**src/frsr_consts.vh**
```
// constants for the flash reset and status register block
// assumes inclusion by bare name from frsr_top.v
`ifndef FRSR_CONSTS_VH
`define FRSR_CONSTS_VH

// clock and timing, times in ns
`define FRSR_CLK_PERIOD_NS 50
`define FRSR_T_SWRST_NS 10000
`define FRSR_T_HWRST_NS 1000
`define FRSR_T_WRSR_NS 5000
`define FRSR_SWRST_CYC ((`FRSR_T_SWRST_NS + `FRSR_CLK_PERIOD_NS - 1) / `FRSR_CLK_PERIOD_NS)
`define FRSR_HWRST_CYC ((`FRSR_T_HWRST_NS + `FRSR_CLK_PERIOD_NS - 1) / `FRSR_CLK_PERIOD_NS)
`define FRSR_WRSR_CYC ((`FRSR_T_WRSR_NS + `FRSR_CLK_PERIOD_NS - 1) / `FRSR_CLK_PERIOD_NS)

// command codes
`define FRSR_OP_WREN 8'h06
`define FRSR_OP_WRDI 8'h04
`define FRSR_OP_VWREN 8'h50
`define FRSR_OP_WRSR 8'h01
`define FRSR_OP_WRSR3 8'h11
`define FRSR_OP_RDSR1 8'h05
`define FRSR_OP_RDSR2 8'h35
`define FRSR_OP_RDSR3 8'h15
`define FRSR_OP_RSTEN 8'h66
`define FRSR_OP_RST 8'h99
`define FRSR_OP_PP 8'h02
`define FRSR_OP_SE 8'h20
`define FRSR_OP_BE 8'hD8
`define FRSR_OP_CE 8'hC7
`define FRSR_OP_SUSP 8'h75
`define FRSR_OP_RESM 8'h7A

// status register one field positions
`define FRSR_SR1_GUARD_LOW 7
`define FRSR_SR1_SMALL_UNIT 6
`define FRSR_SR1_LOW_END 5
`define FRSR_SR1_RANGE_HI 4
`define FRSR_SR1_RANGE_LO 2
`define FRSR_SR1_WEL 1
`define FRSR_SR1_BUSY 0
// status register two field positions
`define FRSR_SR2_HALTED 7
`define FRSR_SR2_INVERT 6
`define FRSR_SR2_LOCK_HI 5
`define FRSR_SR2_LOCK_LO 3
`define FRSR_SR2_QUAD 1
`define FRSR_SR2_GUARD_HIGH 0
// status config three field positions
`define FRSR_SR3_HOLD_RESTART 7

// factory defaults of the non-volatile bits
`define FRSR_NV_SR1_RST 6'h00
`define FRSR_NV_SR2_RST 7'h00
`define FRSR_NV_HRS_RST 1'b0

`endif

```
**src/frsr_top.v**
```verilog
// reset control and status/config registers of a serial nor flash
// assumes a same-clock command decoder in front and an array engine behind
`timescale 1ns/100ps
`include "frsr_consts.vh"
module frsr_top
(
  // clock and reset
  input wire CORE_CLK,
  input wire RST,
  input wire CE,
  // command port from the decoder
  input wire CMD_VALID,
  input wire [7:0] CMD_OP,
  input wire [7:0] CMD_DATA1,
  input wire [7:0] CMD_DATA2,
  input wire CMD_TWO_BYTES,
  output reg CMD_TAKEN,
  output reg CMD_REFUSED,
  output reg [7:0] RD_DATA,
  output reg RD_VALID,
  // array engine
  input wire ENGINE_DONE,
  output reg ENGINE_START,
  output reg [7:0] ENGINE_OP,
  output reg ENGINE_HALT,
  output reg ENGINE_RESUME,
  output reg ENGINE_ABORT,
  // pins
  input wire HOLD_RESET_PIN_N,
  input wire WP_PIN_N,
  // status and protection view
  output wire BUSY,
  output wire WRITE_ENABLE_LATCH,
  output wire ERASE_PROGRAM_HALTED,
  output wire IN_RESET,
  output wire HOLD_ACTIVE,
  output wire QUAD_PINS_DATA,
  output wire PROT_SMALL_UNIT,
  output wire PROT_LOW_END,
  output wire [2:0] PROT_RANGE,
  output wire PROT_INVERT,
  output wire PROT_ALL_OPEN,
  output wire [2:0] OTP_LOCK
);
  localparam [3:0] ST_IDLE = 4'h1;
  localparam [3:0] ST_ENGINE = 4'h2;
  localparam [3:0] ST_WRSR = 4'h4;
  localparam [3:0] ST_SWRST = 4'h8;
  // counts are integers; cut to the 8-bit timers on purpose
  localparam integer swrst_cyc_i = `FRSR_SWRST_CYC;
  localparam integer hwrst_cyc_i = `FRSR_HWRST_CYC;
  localparam integer wrsr_cyc_i = `FRSR_WRSR_CYC;
  localparam [7:0] swrst_cyc = swrst_cyc_i[7:0];
  localparam [7:0] hwrst_cyc = hwrst_cyc_i[7:0];
  localparam [7:0] wrsr_cyc = wrsr_cyc_i[7:0];

  wire [1:0] pin_s;
  wire pin_low;
  wire wp_n;
  reg [3:0] state_ff, nxt_state;
  reg [7:0] tmr_ff, nxt_tmr;
  reg [7:0] hw_cnt_ff, nxt_hw_cnt;
  // non-volatile copies
  reg [5:0] nv_sr1_ff, nxt_nv_sr1;
  reg [6:0] nv_sr2_ff, nxt_nv_sr2;
  reg nv_hrs_ff, nxt_nv_hrs;
  // volatile shadows: sr1[7:2], invert, quad
  reg [5:0] v_sr1_ff, nxt_v_sr1;
  reg v_inv_ff, nxt_v_inv;
  reg v_quad_ff, nxt_v_quad;
  // volatile status
  reg wel_ff, nxt_wel;
  reg vwe_ff, nxt_vwe;
  reg halted_ff, nxt_halted;
  reg armed_ff, nxt_armed;
  // pending status write
  reg [7:0] pend1_ff, nxt_pend1;
  reg [7:0] pend2_ff, nxt_pend2;
  reg pend_two_ff, nxt_pend_two;
  reg pend_sr3_ff, nxt_pend_sr3;
  reg nxt_taken, nxt_refused, nxt_rd_valid, nxt_start, nxt_halt, nxt_resume, nxt_abort;
  reg [7:0] nxt_rd_data, nxt_eng_op;

  wire busy = (state_ff == ST_ENGINE) || (state_ff == ST_WRSR);
  wire guard_high = nv_sr2_ff[`FRSR_SR2_GUARD_HIGH];
  wire guard_low = v_sr1_ff[`FRSR_SR1_GUARD_LOW - 2];
  // hardware reset only when selected and quad mode is off
  wire hw_low = pin_low & nv_hrs_ff & ~v_quad_ff;
  wire hw_fire = hw_low && (hw_cnt_ff == hwrst_cyc);
  // lockdown or otp when high guard set; hardware guard needs wp pin outside quad mode
  wire wr_blocked = guard_high | (guard_low & ~wp_n & ~v_quad_ff);
  wire [7:0] sr1_view = {v_sr1_ff, wel_ff, busy};
  wire [7:0] sr2_view = {halted_ff, v_inv_ff, nv_sr2_ff[5:3], 1'b0, v_quad_ff, guard_high};
  wire is_eng_op = (CMD_OP == `FRSR_OP_PP) || (CMD_OP == `FRSR_OP_SE) ||
                   (CMD_OP == `FRSR_OP_BE) || (CMD_OP == `FRSR_OP_CE);
  wire is_read = (CMD_OP == `FRSR_OP_RDSR1) || (CMD_OP == `FRSR_OP_RDSR2) || (CMD_OP == `FRSR_OP_RDSR3);

  // pins are asynchronous, synchronise before use
  frsr_sync #(.W(2)) u_sync
  (
    .clk(CORE_CLK),
    .ce(CE),
    .rst(RST),
    .d({HOLD_RESET_PIN_N, WP_PIN_N}),
    .q(pin_s)
  );
  assign pin_low = ~pin_s[1];
  assign wp_n = pin_s[0];

  // next-state logic; hardware reset is evaluated last so it wins
  always @*
  begin
    nxt_state = state_ff;
    nxt_tmr = tmr_ff;
    nxt_hw_cnt = hw_low ? ((hw_cnt_ff == hwrst_cyc) ? hw_cnt_ff : hw_cnt_ff + 8'h01) : 8'h00;
    nxt_nv_sr1 = nv_sr1_ff;
    nxt_nv_sr2 = nv_sr2_ff;
    nxt_nv_hrs = nv_hrs_ff;
    nxt_v_sr1 = v_sr1_ff;
    nxt_v_inv = v_inv_ff;
    nxt_v_quad = v_quad_ff;
    nxt_wel = wel_ff;
    nxt_vwe = vwe_ff;
    nxt_halted = halted_ff;
    nxt_armed = armed_ff;
    nxt_pend1 = pend1_ff;
    nxt_pend2 = pend2_ff;
    nxt_pend_two = pend_two_ff;
    nxt_pend_sr3 = pend_sr3_ff;
    nxt_taken = 1'b0;
    nxt_refused = 1'b0;
    nxt_rd_valid = 1'b0;
    nxt_rd_data = RD_DATA;
    nxt_start = 1'b0;
    nxt_eng_op = ENGINE_OP;
    nxt_halt = 1'b0;
    nxt_resume = 1'b0;
    nxt_abort = 1'b0;
    // internal sequencing
    case (state_ff)
      ST_ENGINE:
      begin
        if (ENGINE_DONE)
        begin
          nxt_state = ST_IDLE;
          nxt_wel = 1'b0;
        end
      end
      ST_WRSR:
      begin
        if (tmr_ff == 8'h00)
        begin
          nxt_state = ST_IDLE;
          nxt_wel = 1'b0;
          if (pend_sr3_ff)
            nxt_nv_hrs = pend1_ff[`FRSR_SR3_HOLD_RESTART];
          else
          begin
            nxt_nv_sr1 = pend1_ff[7:2];
            nxt_v_sr1 = pend1_ff[7:2];
            if (pend_two_ff)
            begin
              // lock bits only ever accumulate ones
              nxt_nv_sr2 = {pend2_ff[6], nv_sr2_ff[5:3] | pend2_ff[5:3], 1'b0, pend2_ff[1:0]};
              nxt_v_inv = pend2_ff[6];
              nxt_v_quad = pend2_ff[1];
            end
          end
        end
        else
          nxt_tmr = tmr_ff - 8'h01;
      end
      ST_SWRST:
      begin
        if (tmr_ff == 8'h00)
          nxt_state = ST_IDLE;
        else
          nxt_tmr = tmr_ff - 8'h01;
      end
      default:
        nxt_state = ST_IDLE;
    endcase
    // command acceptance
    if (CMD_VALID)
    begin
      if (hw_low || state_ff == ST_SWRST)
        nxt_refused = 1'b1;
      else if (busy && !is_read && !(CMD_OP == `FRSR_OP_SUSP && state_ff == ST_ENGINE))
        nxt_refused = 1'b1;
      else
      begin
        nxt_taken = 1'b1;
        nxt_armed = 1'b0;
        case (CMD_OP)
          `FRSR_OP_RDSR1:
          begin
            nxt_rd_data = sr1_view;
            nxt_rd_valid = 1'b1;
          end
          `FRSR_OP_RDSR2:
          begin
            nxt_rd_data = sr2_view;
            nxt_rd_valid = 1'b1;
          end
          `FRSR_OP_RDSR3:
          begin
            nxt_rd_data = {nv_hrs_ff, 7'h00};
            nxt_rd_valid = 1'b1;
          end
          `FRSR_OP_WREN:
          begin
            nxt_wel = 1'b1;
            nxt_vwe = 1'b0;
          end
          `FRSR_OP_VWREN:
            nxt_vwe = 1'b1;
          `FRSR_OP_WRDI:
          begin
            nxt_wel = 1'b0;
            nxt_vwe = 1'b0;
          end
          `FRSR_OP_RSTEN:
            nxt_armed = 1'b1;
          `FRSR_OP_RST:
          begin
            if (armed_ff)
            begin
              nxt_state = ST_SWRST;
              nxt_tmr = swrst_cyc - 8'h01;
              nxt_v_sr1 = nv_sr1_ff;
              nxt_v_inv = nv_sr2_ff[`FRSR_SR2_INVERT];
              nxt_v_quad = nv_sr2_ff[`FRSR_SR2_QUAD];
              nxt_wel = 1'b0;
              nxt_vwe = 1'b0;
              nxt_halted = 1'b0;
            end
          end
          `FRSR_OP_WRSR, `FRSR_OP_WRSR3:
          begin
            if (wr_blocked || !(wel_ff || vwe_ff))
            begin
              nxt_taken = 1'b0;
              nxt_refused = 1'b1;
            end
            else if (vwe_ff && CMD_OP == `FRSR_OP_WRSR)
            begin
              // shadows change at once, non-volatile copies untouched
              nxt_vwe = 1'b0;
              nxt_v_sr1 = CMD_DATA1[7:2];
              if (CMD_TWO_BYTES)
              begin
                nxt_v_inv = CMD_DATA2[`FRSR_SR2_INVERT];
                nxt_v_quad = CMD_DATA2[`FRSR_SR2_QUAD];
              end
            end
            else if (wel_ff)
            begin
              nxt_vwe = 1'b0;
              nxt_state = ST_WRSR;
              nxt_tmr = wrsr_cyc - 8'h01;
              nxt_pend1 = CMD_DATA1;
              nxt_pend2 = CMD_DATA2;
              nxt_pend_two = CMD_TWO_BYTES;
              nxt_pend_sr3 = (CMD_OP == `FRSR_OP_WRSR3);
            end
            else
            begin
              // volatile enable cannot reach the select bit
              nxt_taken = 1'b0;
              nxt_refused = 1'b1;
            end
          end
          `FRSR_OP_SUSP:
          begin
            if (state_ff == ST_ENGINE && !ENGINE_DONE)
            begin
              nxt_state = ST_IDLE;
              nxt_halted = 1'b1;
              nxt_halt = 1'b1;
            end
          end
          `FRSR_OP_RESM:
          begin
            if (halted_ff)
            begin
              nxt_state = ST_ENGINE;
              nxt_halted = 1'b0;
              nxt_resume = 1'b1;
            end
          end
          default:
          begin
            if (is_eng_op)
            begin
              if (wel_ff && !halted_ff)
              begin
                nxt_state = ST_ENGINE;
                nxt_start = 1'b1;
                nxt_eng_op = CMD_OP;
                nxt_vwe = 1'b0;
              end
              else
              begin
                nxt_taken = 1'b0;
                nxt_refused = 1'b1;
              end
            end
          end
        endcase
      end
    end
    // pin reset after its minimum low time overrides everything but the non-volatile copies of a status write ending that cycle
    if (hw_fire)
    begin
      nxt_abort = (state_ff == ST_ENGINE) | halted_ff;
      nxt_state = ST_IDLE;
      nxt_tmr = 8'h00;
      nxt_v_sr1 = nv_sr1_ff;
      nxt_v_inv = nv_sr2_ff[`FRSR_SR2_INVERT];
      nxt_v_quad = nv_sr2_ff[`FRSR_SR2_QUAD];
      nxt_wel = 1'b0;
      nxt_vwe = 1'b0;
      nxt_halted = 1'b0;
      nxt_armed = 1'b0;
      nxt_start = 1'b0;
      nxt_halt = 1'b0;
      nxt_resume = 1'b0;
    end
  end

  // state registers; sync reset is power-up with factory defaults in the array bits
  always @(posedge CORE_CLK)
  begin
    if (RST)
    begin
      state_ff <= ST_IDLE;
      tmr_ff <= 8'h00;
      hw_cnt_ff <= 8'h00;
      nv_sr1_ff <= `FRSR_NV_SR1_RST;
      nv_sr2_ff <= `FRSR_NV_SR2_RST;
      nv_hrs_ff <= `FRSR_NV_HRS_RST;
      v_sr1_ff <= `FRSR_NV_SR1_RST;
      v_inv_ff <= 1'b0;
      v_quad_ff <= 1'b0;
      wel_ff <= 1'b0;
      vwe_ff <= 1'b0;
      halted_ff <= 1'b0;
      armed_ff <= 1'b0;
      pend1_ff <= 8'h00;
      pend2_ff <= 8'h00;
      pend_two_ff <= 1'b0;
      pend_sr3_ff <= 1'b0;
      CMD_TAKEN <= 1'b0;
      CMD_REFUSED <= 1'b0;
      RD_DATA <= 8'h00;
      RD_VALID <= 1'b0;
      ENGINE_START <= 1'b0;
      ENGINE_OP <= 8'h00;
      ENGINE_HALT <= 1'b0;
      ENGINE_RESUME <= 1'b0;
      ENGINE_ABORT <= 1'b0;
    end
    else if (CE)
    begin
      state_ff <= nxt_state;
      tmr_ff <= nxt_tmr;
      hw_cnt_ff <= nxt_hw_cnt;
      nv_sr1_ff <= nxt_nv_sr1;
      nv_sr2_ff <= nxt_nv_sr2;
      nv_hrs_ff <= nxt_nv_hrs;
      v_sr1_ff <= nxt_v_sr1;
      v_inv_ff <= nxt_v_inv;
      v_quad_ff <= nxt_v_quad;
      wel_ff <= nxt_wel;
      vwe_ff <= nxt_vwe;
      halted_ff <= nxt_halted;
      armed_ff <= nxt_armed;
      pend1_ff <= nxt_pend1;
      pend2_ff <= nxt_pend2;
      pend_two_ff <= nxt_pend_two;
      pend_sr3_ff <= nxt_pend_sr3;
      CMD_TAKEN <= nxt_taken;
      CMD_REFUSED <= nxt_refused;
      RD_DATA <= nxt_rd_data;
      RD_VALID <= nxt_rd_valid;
      ENGINE_START <= nxt_start;
      ENGINE_OP <= nxt_eng_op;
      ENGINE_HALT <= nxt_halt;
      ENGINE_RESUME <= nxt_resume;
      ENGINE_ABORT <= nxt_abort;
    end
  end

  // status and protection view; protection bits from shadow copies, lock bits and hold select from non-volatile copies
  assign BUSY = busy;
  assign WRITE_ENABLE_LATCH = wel_ff;
  assign ERASE_PROGRAM_HALTED = halted_ff;
  assign IN_RESET = hw_low | (state_ff == ST_SWRST);
  assign HOLD_ACTIVE = pin_low & ~nv_hrs_ff & ~v_quad_ff;
  assign QUAD_PINS_DATA = v_quad_ff;
  assign PROT_SMALL_UNIT = v_sr1_ff[`FRSR_SR1_SMALL_UNIT - 2];
  assign PROT_LOW_END = v_sr1_ff[`FRSR_SR1_LOW_END - 2];
  assign PROT_RANGE = v_sr1_ff[`FRSR_SR1_RANGE_HI - 2:`FRSR_SR1_RANGE_LO - 2];
  assign PROT_INVERT = v_inv_ff;
  // empty range is open unless inverted, which protects everything
  assign PROT_ALL_OPEN = (PROT_RANGE == 3'h0) & ~v_inv_ff;
  assign OTP_LOCK = nv_sr2_ff[`FRSR_SR2_LOCK_HI:`FRSR_SR2_LOCK_LO];
endmodule

```
**src/frsr_sync.v**
```verilog
// two-flop synchroniser, one stage pair per bit
// assumes inputs are asynchronous to CORE_CLK
`timescale 1ns/100ps
module frsr_sync
#(
  parameter W = 2
)
(
  // clocking
  input wire clk,
  input wire ce,
  input wire rst,
  // data
  input wire [W-1:0] d,
  output wire [W-1:0] q
);
  genvar i;
  generate
    for (i = 0; i < W; i = i + 1)
    begin : g_bit
      reg meta_ff;
      reg sync_ff;
      // first stage feeds only the second; pins idle high
      always @(posedge clk)
      begin
        if (rst)
        begin
          meta_ff <= 1'b1;
          sync_ff <= 1'b1;
        end
        else if (ce)
        begin
          meta_ff <= d[i];
          sync_ff <= meta_ff;
        end
      end
      assign q[i] = sync_ff;
    end
  endgenerate
endmodule

```
**config.mk**
```make
export PLATFORM = sky130hd
export DESIGN_NAME = frsr_top
export DESIGN_NICKNAME = d
export VERILOG_FILES = /design/src/frsr_top.v /design/src/frsr_sync.v
export VERILOG_INCLUDE_DIRS = /design/src
export SDC_FILE = /design/constraint.sdc
export NUM_CORES = 1
export LEC_CHECK = 0
export BUFFER_PORTS_ARGS = -buffer_cell sky130_fd_sc_hd__buf_4
export CELL_PAD_IN_SITES_DETAIL_PLACEMENT = 1
export CELL_PAD_IN_SITES_GLOBAL_PLACEMENT = 2
export CORE_MARGIN = 2
export CORE_UTILIZATION = 33
export CTS_CLUSTER_DIAMETER = 30
export CTS_CLUSTER_SIZE = 16
export DETAILED_ROUTE_END_ITERATION = 10
export PLACE_DENSITY_LB_ADDON = 0.25
export SYNTH_ARGS = -nofsm -noshare
export SYNTH_HDL_FRONTEND = slang
export SYNTH_SLANG_ARGS = --single-unit
export TNS_END_PERCENT = 1
```
**constraint.sdc**
```tcl
create_clock -name CORE_CLK -period 2.68 [get_ports CORE_CLK]
set_input_delay 0 -clock CORE_CLK [delete_from_list [all_inputs] [get_ports CORE_CLK]]
set_output_delay 0 -clock CORE_CLK [all_outputs]
set_load 0.01 [all_outputs]
```
Yosys cells after proc, flatten, opt, wreduce, memory -nomap -nowiden

Index checks and enable logic that the tools add are counted.

Bits in registers: 89
Bits in latches: 0
Bits in writable memories: 0
Memory bits (read-only): 0
Output and inout port bits: 39
Logic and storage cells: 267
Memories kept: 0

$add $sub $neg: 2
Multiply operators: 0
Div/mod/pow operators: 0
Order comparisons: 0
Eq/ne operators: 28
Shifts and indexed selects: 0
Muxes and demuxes: 139
Bitwise logic cells: 22
Reductions and logical operators: 46

Operators by type and width:

| operator            | number |
|---|---|
| $mux 8              | 12 |
| $mux 1              | 90 |
| $mux 6              | 10 |
| $mux 4              | 14 |
| $eq 8x7->1 const B  | 4 |
| $eq 8x3->1 const B  | 3 |
| $eq 8x5->1 const B  | 3 |
| $eq 8x8->1 const B  | 3 |
| $pmux 8 s3          | 1 |
| $pmux 4 s5          | 1 |
| $eq 8x6->1 const B  | 2 |
| $pmux 8 s2          | 1 |
| $reduce_and 7->1    | 2 |
| $pmux 6 s2          | 1 |
| $reduce_and 4->1    | 3 |
| $reduce_bool 6->1   | 2 |
| $reduce_or 12->1    | 1 |
| $not 1->1           | 11 |
| $pmux 1 s2          | 5 |
| $reduce_and 10->1   | 1 |
| $reduce_and 5->1    | 2 |
| $reduce_or 10->1    | 1 |
| $logic_or 1x1->1    | 9 |
| $add 8x1->8 const B | 1 |
| other kinds (30)    | 54 |

Longest topological paths before layout

Gate-level depths: netlist of run 1.

Word-level depth: 12
Mapped depth: 10
Gate-level depth less buffers: 8

By module

From an unflattened synthesis of run 1, not the netlist that was laid out.

Cell total of the unflattened synthesis: 575
Area total of the unflattened synthesis: 4688.2 um2

Modules (own cells, without submodules):

| module    | times used | cells each | area an instance (um2) |
|---|---|---|---|
| frsr_top  | 1          | 561        | 4533.1 |
| frsr_sync | 1          | 14         | 155.1 |

Worst setup path before layout of run 1

No wires, ideal clock.

Path type: register to register
Start point: register v_quad_ff (netlist: QUAD_PINS_DATA)
End point: register pend1_ff[3]
Setup time: 132 ps
Arrival time: 2005 ps
Setup slack: 543 ps
Cell stages (with the launch flop): 8
Path buffers: 1
Period minus slack after synthesis: 2137 ps
Cells stage by stage: dfxtp_1 -> nor3b_1 -> or4b_2 -> nor3_2 -> nand2_1 -> buf_2 -> nand2_1 -> a21oi_1

Longest elaborated chain between the ends: 6
Elaborated cells between the ends (all ways): 9
Classes of those cells: bitwise (6); reduce/logical (3)

RTL lines:

| element                      | line                         | RTL |
|---|---|---|
| from (decl)                  | frsr_top.v:70                | `reg v_quad_ff, nxt_v_quad;` |
| from (signal assigned)       | frsr_top.v:373               | `v_quad_ff <= nxt_v_quad;` |
| $not 1->1 *                  | frsr_top.v:88, frsr_top.v:91 |  |
| $and 1x1->1                  | frsr_top.v:91                | `wire wr_blocked = guard_high \| (guard_low & ~wp_n & ~v_quad_ff);` |
| $or 1x1->1                   | frsr_top.v:91                |  |
| $logic_or 1x1->1             | frsr_top.v:240               | `if (wr_blocked \|\| !(wel_ff \|\| vwe_ff))` |
| $not 1->1 (no line)          | --                           |  |
| $reduce_and 8->1 (no line) * | --                           |  |
| to (signal assigned)         | frsr_top.v:378               | `pend1_ff <= nxt_pend1;` |
| to (decl)                    | frsr_top.v:77                | `reg [7:0] pend1_ff, nxt_pend1;` |

Mark *: on every way between the ends. The rest lies on a longest branch, timed or not.
A chain may end at the register's enable or synchronous reset.

Worst setup path after layout of run 1

Start point: register state_ff[1]
End point: register v_sr1_ff[5]

Longest elaborated chain between the ends: 9
Elaborated cells between the ends (all ways): 18
Classes of those cells: eq/ne (3); mux (9); reduce/logical (6)

RTL lines:

| element                | line                          | RTL |
|---|---|---|
| from (decl)            | frsr_top.v:60                 | `reg [3:0] state_ff, nxt_state;` |
| from (signal assigned) | frsr_top.v:365                | `state_ff <= nxt_state;` |
| $eq 4x3->1             | frsr_top.v:84, frsr_top.v:140 |  |
| $mux 6                 | frsr_top.v:140                | `case (state_ff)` |
| $mux 6                 | frsr_top.v:245                | `` else if (vwe_ff && CMD_OP == `FRSR_OP_WRSR) `` |
| $mux 6                 | frsr_top.v:240                |  |
| $pmux 6 s2             | frsr_top.v:194                | `case (CMD_OP)` |
| $mux 6                 | frsr_top.v:188                | `` else if (busy && !is_read && !(CMD_OP == `FRSR_OP_SUSP && state_ff == ST_ENGINE)) `` |
| $mux 6                 | frsr_top.v:186                | `if (hw_low \|\| state_ff == ST_SWRST)` |
| $mux 6 *               | frsr_top.v:184                | `if (CMD_VALID)` |
| $mux 6 *               | frsr_top.v:313                | `if (hw_fire)` |
| to (signal assigned)   | frsr_top.v:342                | `` v_sr1_ff <= `FRSR_NV_SR1_RST; `` |
| to (signal assigned)   | frsr_top.v:371                | `v_sr1_ff <= nxt_v_sr1;` |
| to (decl)              | frsr_top.v:68                 | `reg [5:0] v_sr1_ff, nxt_v_sr1;` |

Marks and branches as above.

==> metrics, run 1 <==
sw frac 25.49%; row cnt 43; HPWL Detailed 11980 µm; sequential cell fraction of total power 45.8%; I/O Buffers 66; CP cell instances buf_4 -> or4b_1 -> and3_1 -> o31a_1 -> and3_1 -> a221oi_1 -> o31ai_1; DR WL met3 579 µm; Max VDD drop 0.3509 mV; Final TNS setup 0 ns; R2R depth 7; Int Power 2.129 mW; Fin Hold WS 0.01474 ns; relative max-transition margin 43.84%; cell mode on critical path and3_1; Crit. path cell count 7; Register Area 1722 µm²; Residual DRC 0; Hold Crit Class in2reg; first-pass GRT wire length 26530 µm; Synth area leaders dfxtp_1 37%, a21oi_1 5.8%, mux2i_1 5.8%; CP required 2.89 ns; Mapped Cells 583; # Post-CTS Setup Buffers 0; CP startpoint kind register; reg-to-reg slack, setup 0.15 ns; final hold vios 0; Max Used Layer met4; detailed-routed wire length on met2 7928 µm; Reg-to-Reg Start state_ff[1]; area of the multi-input gates 2701 µm²; Fmax 394.8 MHz; worst reg2reg endpoint v_sr1_ff[5]; min cycle time layout 2.533 ns; Total Routing Usage GR 22.82%; syn avg cell area 8.014 µm²; Final Max Slew Viols 0; worst path arrival time 2.74 ns; Detailed Routing Iterations Pass 1 4; cts bufs inserted 9; Setup WS post-layout 0.1471 ns; area of the core 13880 µm²; pwr dens 489.6 nW/µm²; Die Wd 123.0 µm; Layout Skew 0.009680 ns; Worst-path clk slew 0.07 ns; vias per cell 5.706; Seq cells post-synth 86; Routed WL 16770 µm; Layout fillers 1629; CP endpoint kind register; initial core utilization 33.66%; DR vias 4810; initial antenna violation count 0; commonest non-fill, non-tap cell in the layout buf_4; share of post-route cells with drive strength above 1 18.40%; Starting DRT DRC Count 334; Max Cap Viol 0; ys flop type dfxtp_1; Routed WL per cell 19.90 µm; Comb pwr share 9.6%; post-route clock period utilization 94.51%; Worst path top cell family by delay simple AND/OR/NAND/NOR gates; CP Buf/Inv Count 1; number of buffers on the longest clock path 2; Least-Margin Pin Slew 0.8424 ns; GRT overflow 0; slowest stage cell, crit path or4b_1; leakage 2.205 nW; Final ANT Viol Nets 0; RSZ-0062 raised after global routing no; yosys synthesis warning count 0; Worst Setup EP v_sr1_ff[5]; Die Ht 123.0 µm; Design Power 2.857 mW; Setup Viol. Count Final 0; DIE AREA 15130 µm²; H-tree Lvls 3; Worst path max stage delay 0.58 ns; cell taking the most area after synthesis dfxtp_1; asr flop ratio synth 0%; largest net degree at the start of global routing 75; synthesized net count 618; CTS tree done; Root Driver clkbuf_16; synth unique cells 73; CP Launch Point state_ff[1]; share of the synthesized area in the top cell type 36.85%; Post-Syn Area 4672 µm²; sequential area share after synthesis 36.85%; Post-synth EDFFs 0; ant diodes 0; most frequent cells in the layout 91 x buf_4, 86 x dfxtp_1, 64 x nand2_1, 55 x nor2_1, 54 x a21oi_1; dpl ws 0.02708 ns; met1 WL 7999 µm; Sink Count 86; Worst-Skew Late Latency 0.35 ns; area grow syn2layout 24.88%; sw power 0.7281 mW; worst-path fanout max 8; Clk pwr share 44.7%; routability cong. 0.8909; kind of critical path reg2reg; vias in the first global route 4790; I/O pin total 71; outcome complete, no violations; Final Net Count 693
==> Yosys cell counts (9+ instances only) <==
cell      instances
or3_1            10
nor2_1           56
nor4_1           10
mux2i_1          27
and3_1           10
o21ai_0          20
nand3_1          36
nand2_1          64
dfxtp_1          86
inv_1             9
clkbuf_1         22
a21oi_1          54
nor3_1           13
nand4_1           9
buf_2            10
a31oi_1          11
==> layout make-up <==
class	count	area share, %
multi-input combinational	442	46.30
sequential	86	29.51
timing repair buffer	108	14.63
clock buffer	11	3.989
tap	180	3.860
clock inverter	5	1.008
inverter	11	0.7077
==> sequential cells by signal (all words and copies together) (netlist names), 2 cells and up <==
name and count:
u_sync.g_bit.sync_ff 2, RD_DATA 8, ENGINE_OP 8, pend1_ff 6, nv_sr1_ff 6, nv_sr2_ff 6, state_ff 4, tmr_ff 8
u_sync.g_bit.meta_ff 2, pend2_ff 6, v_sr1_ff 6, hw_cnt_ff 8
==> power by group through the flow <==
| stage | combinational, mW | clock, mW | sequential (mW) |
|---|---|---|---|
| floorplan | 0.145 | 0 | 1.33 |
| global placement | 0.247 | 0 | 1.34 |
| detailed placement | 0.250 | 0 | 1.34 |
| CTS | 0.272 | 1.30 | 1.31 |
| global route | 0.294 | 1.37 | 1.31 |
| finish | 0.273 | 1.28 | 1.31 |
==> metal layers <==
layer,global-route usage (%),vias up
met5,0,-
met4,6.818,0
met3,3.367,19
met2,36.43,105
met1,31.88,2401
li1,-,2285
==> how the worst min path moves through the flow <==
| stage | from | end | slack, ns | depth (start not counted) |
|---|---|---|---|---|
| 4_1_cts | CMD_OP[1] | ENGINE_OP[1] | 0.01 | 3 |
| 3_5_place_dp | HOLD_RESET_PIN_N | u_sync.g_bit[1].meta_ff | 0.23 | 3 |
| 2_1_floorplan | WP_PIN_N | u_sync.g_bit[0].meta_ff | 0.13 | 2 |
| 6_report | CMD_OP[1] | ENGINE_OP[1] | 0.01 | 3 |
| 5_1_grt | CMD_OP[6] | ENGINE_OP[7] | 0.03 | 3 |
| 3_3_place_gp | HOLD_RESET_PIN_N | u_sync.g_bit[1].meta_ff | 0.22 | 3 |
==> timing repair <==
item / 4_1_cts / 5_1_grt
gates resized for setup: 1 / 1
hold buffers: 17 / 0
setup endpoints to repair: 2 / 4
endpoints found under the hold margin: 21 / 0
==> tightest hold or removal path, delay by kind of cell <==
| family | cells | cell delay, ns |
|---|---|---|
| multiplexers | 1 | 0.08 |
| AND/OR/NAND/NOR | 1 | 0.09 |
| buffers and inverters | 1 | 0.15 |
==> per-stage QoR <==
| stage | cells | area, µm² | utilization [%] |
|---|---|---|---|
| after global routing | 843 | 5834 | 42.03 |
| after global placement | 810 | 5361 | 38.62 |
| final | 843 | 5834 | 42.03 |
| after CTS | 843 | 5832 | 42.01 |
| after floorplan | 583 | 4672 | - |
| after detailed placement | 810 | 5361 | 38.62 |
==> cells by family (layout without fill, tap and decap cells) <==
family / after synthesis / in the layout / share of synthesized area [%]
simple gates: 259 / 259 / 29.22
compound gates: 143 / 143 / 19.85
flops: 86 / 86 / 36.85
xor+xnor: 9 / 9 / 1.687
fa+ha+maj: 3 / 3 / 0.8035
buf+inv: 55 / 135 / 5.570
mux: 28 / 28 / 6.026
Power figures use the tool's default switching activity.
==> run 2, diff against run 1 <==
--- a/config.mk
+++ b/config.mk
@@ -10,7 +10,8 @@
 export CELL_PAD_IN_SITES_DETAIL_PLACEMENT = 1
 export CELL_PAD_IN_SITES_GLOBAL_PLACEMENT = 2
 export CORE_MARGIN = 2
-export CORE_UTILIZATION = 33
+export CORE_UTILIZATION = 35
+export CTS_BUF_LIST = sky130_fd_sc_hd__clkbuf_2
 export CTS_CLUSTER_DIAMETER = 30
 export CTS_CLUSTER_SIZE = 16
 export DETAILED_ROUTE_END_ITERATION = 10
==> metrics, run 2 (synthesis gave the netlist of run 1 again) <==
area of the multi-input gates 2695 µm²; kind of critical path reg2reg; cts bufs inserted 9; initial core utilization 35.56%; outcome complete, no violations; commonest non-fill, non-tap cell in the layout buf_4; area grow syn2layout 23.97%; Total Routing Usage GR 23.43%; I/O pin total 71; CP endpoint kind register; Routed WL 16420 µm; worst-path fanout max 9; Reg-to-Reg Start state_ff[0]; DR vias 4826; reg-to-reg slack, setup 0.13 ns; Starting DRT DRC Count 327; relative max-transition margin 22.56%; Die Ht 119.5 µm; CP required 3.21 ns; Max VDD drop 0.2399 mV; row cnt 42; share of post-route cells with drive strength above 1 18.22%; Register Area 1724 µm²; Worst Setup EP ENGINE_OP[1]; DIE AREA 14290 µm²; vias in the first global route 5017; leakage 2.217 nW; largest net degree at the start of global routing 75; Routed WL per cell 19.27 µm; Final Net Count 705; HPWL Detailed 11480 µm; Design Power 2.394 mW; Root Driver clkbuf_2; dpl cells 806; CTS tree done; vias per cell 5.664; GRT overflow 0; Setup Viol. Count Final 0; worst path arrival time 3.09 ns; Detailed Routing Iterations Pass 1 4; number of buffers on the longest clock path 2; area of the core 13140 µm²; fin cells 852; CP startpoint kind register; Least-Margin Pin Slew 1.157 ns; most frequent cells in the layout 91 x buf_4, 84 x dfxtp_1, 64 x nand2_1, 56 x nor2_1, 54 x a21oi_1; post-route clock period utilization 95.25%; H-tree Lvls 3; first-pass GRT wire length 26480 µm; final hold vios 0; Residual DRC 0; Final ANT Viol Nets 0; R2R depth 8; worst reg2reg endpoint ENGINE_OP[1]; Final TNS setup 0 ns; Max Cap Viol 0; initial antenna violation count 1; Fmax 391.7 MHz; Layout Skew 0.03425 ns; Worst-path clk slew 0.24 ns; CP Launch Point state_ff[0]; final core utilization 44.09%; Final Max Slew Viols 0; RSZ-0062 raised after global routing no; Sink Count 86; Worst-Skew Late Latency 0.61 ns; Hold Crit Class in2reg; I/O Buffers 66; routability cong. 0.8786; pwr dens 413.4 nW/µm²; Layout fillers 1629; Die Wd 119.5 µm; min cycle time layout 2.553 ns
run 2: cell types whose count changed in the layout (fill, tap and decap cells not counted), sizes merged:
cell         delta
dlygate4sd3    +12
clkinv          +2
clkinvlp        -2
bufinv          +1
clkbuf          -1
diode           +1
run 2: through the flow:
step / setup slack, ns / instance area, µm² / hold slack [ns]
global placement: 0.2998 / 5356 / 0.2207
floorplan: 0.5429 / 4672 / 0.1284
detailed placement: 0.2794 / 5356 / 0.2242
global route: 0.03629 / 5792 / 0.02146
CTS: 0.03764 / 5782 / 0.01626
finish: 0.1273 / 5792 / 0.05224
run 2: what timing repair did:
action | CTS | global route
resized for setup | 0 | 3
endpoints found under the setup margin | 0 | 2
hold endpoints to repair | 73 | 0
hold buffers | 29 | 0
buffers inserted | 0 | 0
run 2: report_power, final:
part           total [mW]  internal [mW]  switching [mW]
combinational       0.281          0.120           0.162
clock               0.799          0.312           0.487
sequential           1.31           1.30          0.0179
run 2: worst min-delay path by stage:
stage	slack, ns	from	endpoint	cells past startpoint
floorplan	0.13	WP_PIN_N	u_sync.g_bit[0].meta_ff	2
global placement	0.22	WP_PIN_N	u_sync.g_bit[0].meta_ff	3
detailed placement	0.22	WP_PIN_N	u_sync.g_bit[0].meta_ff	3
CTS	0.02	CMD_OP[3]	armed_ff	5
global route	0.02	CMD_OP[3]	ERASE_PROGRAM_HALTED	4
finish	0.05	CMD_OP[3]	ERASE_PROGRAM_HALTED	4
run 2: cell type report:
| cell class | instances | share of cell area [%] |
|---|---|---|
| flip-flops and latches | 86 | 29.77 |
| clock inverters | 6 | 1.469 |
| multi-input cells | 442 | 46.53 |
| diodes | 1 | 0.04321 |
| repair buffers | 120 | 16.81 |
| inverters | 11 | 0.7129 |
| well taps | 176 | 3.802 |
| clock buffers | 10 | 0.8641 |
run 2: per-layer routing:
metal / up-vias / wire (µm) / global-route usage, % / share of wire [%]
met3: 10 / 734 / 5.133 / 4.5
met1: 2404 / 7389 / 30.76 / 45
met4: 0 / 190 / 5.368 / 1.2
li1: 2303 / - / - / -
met2: 109 / 8100 / 39.39 / 49
met5: - / 0 / 0 / 0
run 2: critical path, stage by stage (launching register included):
cell and delay (ns):
dfxtp_1 0.42, or4b_1 0.62, nand4_1 0.21, a31oi_1 0.09, buf_4 0.18, nand2_4 0.14
mux2i_1 0.20, nor2_1 0.05, dlygate4sd3_1 0.59
==> run 3, diff against run 2 <==
--- a/config.mk
+++ b/config.mk
@@ -16,6 +16,7 @@
 export CTS_CLUSTER_SIZE = 16
 export DETAILED_ROUTE_END_ITERATION = 10
 export PLACE_DENSITY_LB_ADDON = 0.25
+export RECOVER_POWER = 100
 export SYNTH_ARGS = -nofsm -noshare
 export SYNTH_HDL_FRONTEND = slang
 export SYNTH_SLANG_ARGS = --single-unit
==> metrics, run 3 (synthesis gave the netlist of run 1 again) <==
H-tree Lvls 3; Setup Viol. Count Final 0; CP endpoint kind register; vias in the first global route 5017; Int Power 1.718 mW; worst path arrival time 3.07 ns; Starting DRT DRC Count 295; area of the core 13140 µm²; first-pass GRT wire length 26480 µm; Final ANT Viol Nets 0; share of post-route cells with drive strength above 1 11.70%; post-route clock period utilization 95.18%; cts bufs inserted 9; CP Launch Point state_ff[0]; Hold Crit Class in2reg; final hold vios 0; Max Cap Viol 0; Die Wd 119.5 µm; Worst path max stage delay 0.62 ns; CP Buf/Inv Count 2; largest net degree at the start of global routing 75; CP startpoint kind register; Routed WL per cell 19.25 µm; commonest non-fill, non-tap cell in the layout dfxtp_1; vias per cell 5.709; Final Max Slew Viols 0; Worst Setup EP ENGINE_OP[1]; Detailed Routing Iterations Pass 1 5; relative max-transition margin 22.63%; Residual DRC 0; R2R depth 8; reg-to-reg slack, setup 0.13 ns; worst reg2reg endpoint ENGINE_OP[1]; routability cong. 0.8786; Fin Hold WS 0.06820 ns; Worst-Skew Late Latency 0.60 ns; Worst-path clk slew 0.24 ns; Final TNS setup 0 ns; area grow syn2layout 20.33%; GRT overflow 0; Final Net Count 705; number of buffers on the longest clock path 2; leakage 2.037 nW; CP required 3.20 ns; Least-Margin Pin Slew 1.156 ns; Worst path top cell family by delay simple AND/OR/NAND/NOR gates; Comb pwr share 11.4%; CTS tree done; DR vias 4864; initial antenna violation count 1; slowest stage cell, crit path or4b_1; Sink Count 86; Routed WL 16400 µm; Layout fillers 1653; Total Routing Usage GR 23.43%; RSZ-0062 raised after global routing no; sw frac 27.81%; Clk pwr share 33.4%; Root Driver clkbuf_2; most frequent cells in the layout 84 x dfxtp_1, 64 x nand2_1, 56 x nor2_1, 54 x a21oi_1, 46 x buf_4; row cnt 42; Layout Skew 0.03468 ns; CP cell instances or4b_1 -> nand4_1 -> a31oi_1 -> buf_4 -> nand2_4 -> mux2i_1 -> nor2_1 -> dlygate4sd3_1; DIE AREA 14290 µm²; # Post-CTS Setup Buffers 0; pwr dens 423.4 nW/µm²; I/O pin total 71; sequential cell fraction of total power 55.2%; kind of critical path reg2reg; outcome complete, no violations; Reg-to-Reg Start state_ff[0]; Fmax 392.0 MHz; HPWL Detailed 11480 µm; sw power 0.6619 mW; initial core utilization 35.56%; Crit. path cell count 8; Die Ht 119.5 µm; min cycle time layout 2.551 ns; I/O Buffers 66; Max VDD drop 0.2364 mV; worst-path fanout max 9
## run 3: what timing repair did
action,CTS,global route
endpoints found under the hold margin,73,0
endpoints found under the setup margin,0,2
hold buffers,29,0
resized for setup,0,3
## run 3: layout make-up
| class | count | area [µm²] | area share (%) |
|---|---|---|---|
| diodes | 1 | 2.502 | 0.04451 |
| clock buffers | 10 | 50.05 | 0.8903 |
| clock inverters | 6 | 85.08 | 1.513 |
| inverters | 11 | 41.29 | 0.7345 |
| multi-input cells | 442 | 2691 | 47.87 |
| flip-flops and latches | 86 | 1724 | 30.67 |
| well taps | 176 | 220.2 | 3.917 |
| repair buffers | 120 | 807.0 | 14.36 |
## run 3: stage by stage
stage / utilization [%] / instances / instance area, µm² / power [mW] / setup slack [ns]
after floorplan: - / 583 / 4672 / 1.476 / 0.5429
after global placement: 40.77 / 806 / 5356 / 1.581 / 0.2998
after detailed placement: 40.77 / 806 / 5356 / 1.585 / 0.2794
after CTS: 44.01 / 851 / 5782 / 2.416 / 0.03764
after global routing: 42.79 / 852 / 5622 / 2.485 / 0.04875
final: 42.79 / 852 / 5622 / 2.380 / 0.1291
## run 3: metal layers
layer	part of all wire, %	GRT usage (%)	vias up
met5	0	0	-
met4	0.98	5.368	0
met3	4.3	5.133	16
met2	49	39.39	127
met1	46	30.76	2417
li1	-	-	2304
## run 3: power groups by stage
| stage | logic (mW) | clock network (mW) | registers, mW |
|---|---|---|---|
| finish | 0.272 | 0.795 | 1.31 |
| global route | 0.293 | 0.875 | 1.32 |
| CTS | 0.280 | 0.823 | 1.31 |
| detailed placement | 0.248 | 0 | 1.34 |
| global placement | 0.243 | 0 | 1.34 |
| floorplan | 0.145 | 0 | 1.33 |
## run 3: worst min-delay path by stage
| stage | from | end | slack, ns | cells after the start |
|---|---|---|---|---|
| floorplan | WP_PIN_N | u_sync.g_bit[0].meta_ff | 0.13 | 2 |
| global placement | WP_PIN_N | u_sync.g_bit[0].meta_ff | 0.22 | 3 |
| detailed placement | WP_PIN_N | u_sync.g_bit[0].meta_ff | 0.22 | 3 |
| CTS | CMD_OP[3] | armed_ff | 0.02 | 5 |
| global route | CMD_OP[3] | ERASE_PROGRAM_HALTED | 0.02 | 4 |
| finish | CMD_OP[3] | ERASE_PROGRAM_HALTED | 0.07 | 4 |
## run 3: worst min-delay path, delay by kind of cell
family / cells / cell delay (ns)
compound gates: 1 / 0.06
simple gates: 2 / 0.41
buf+inv: 1 / 0.16
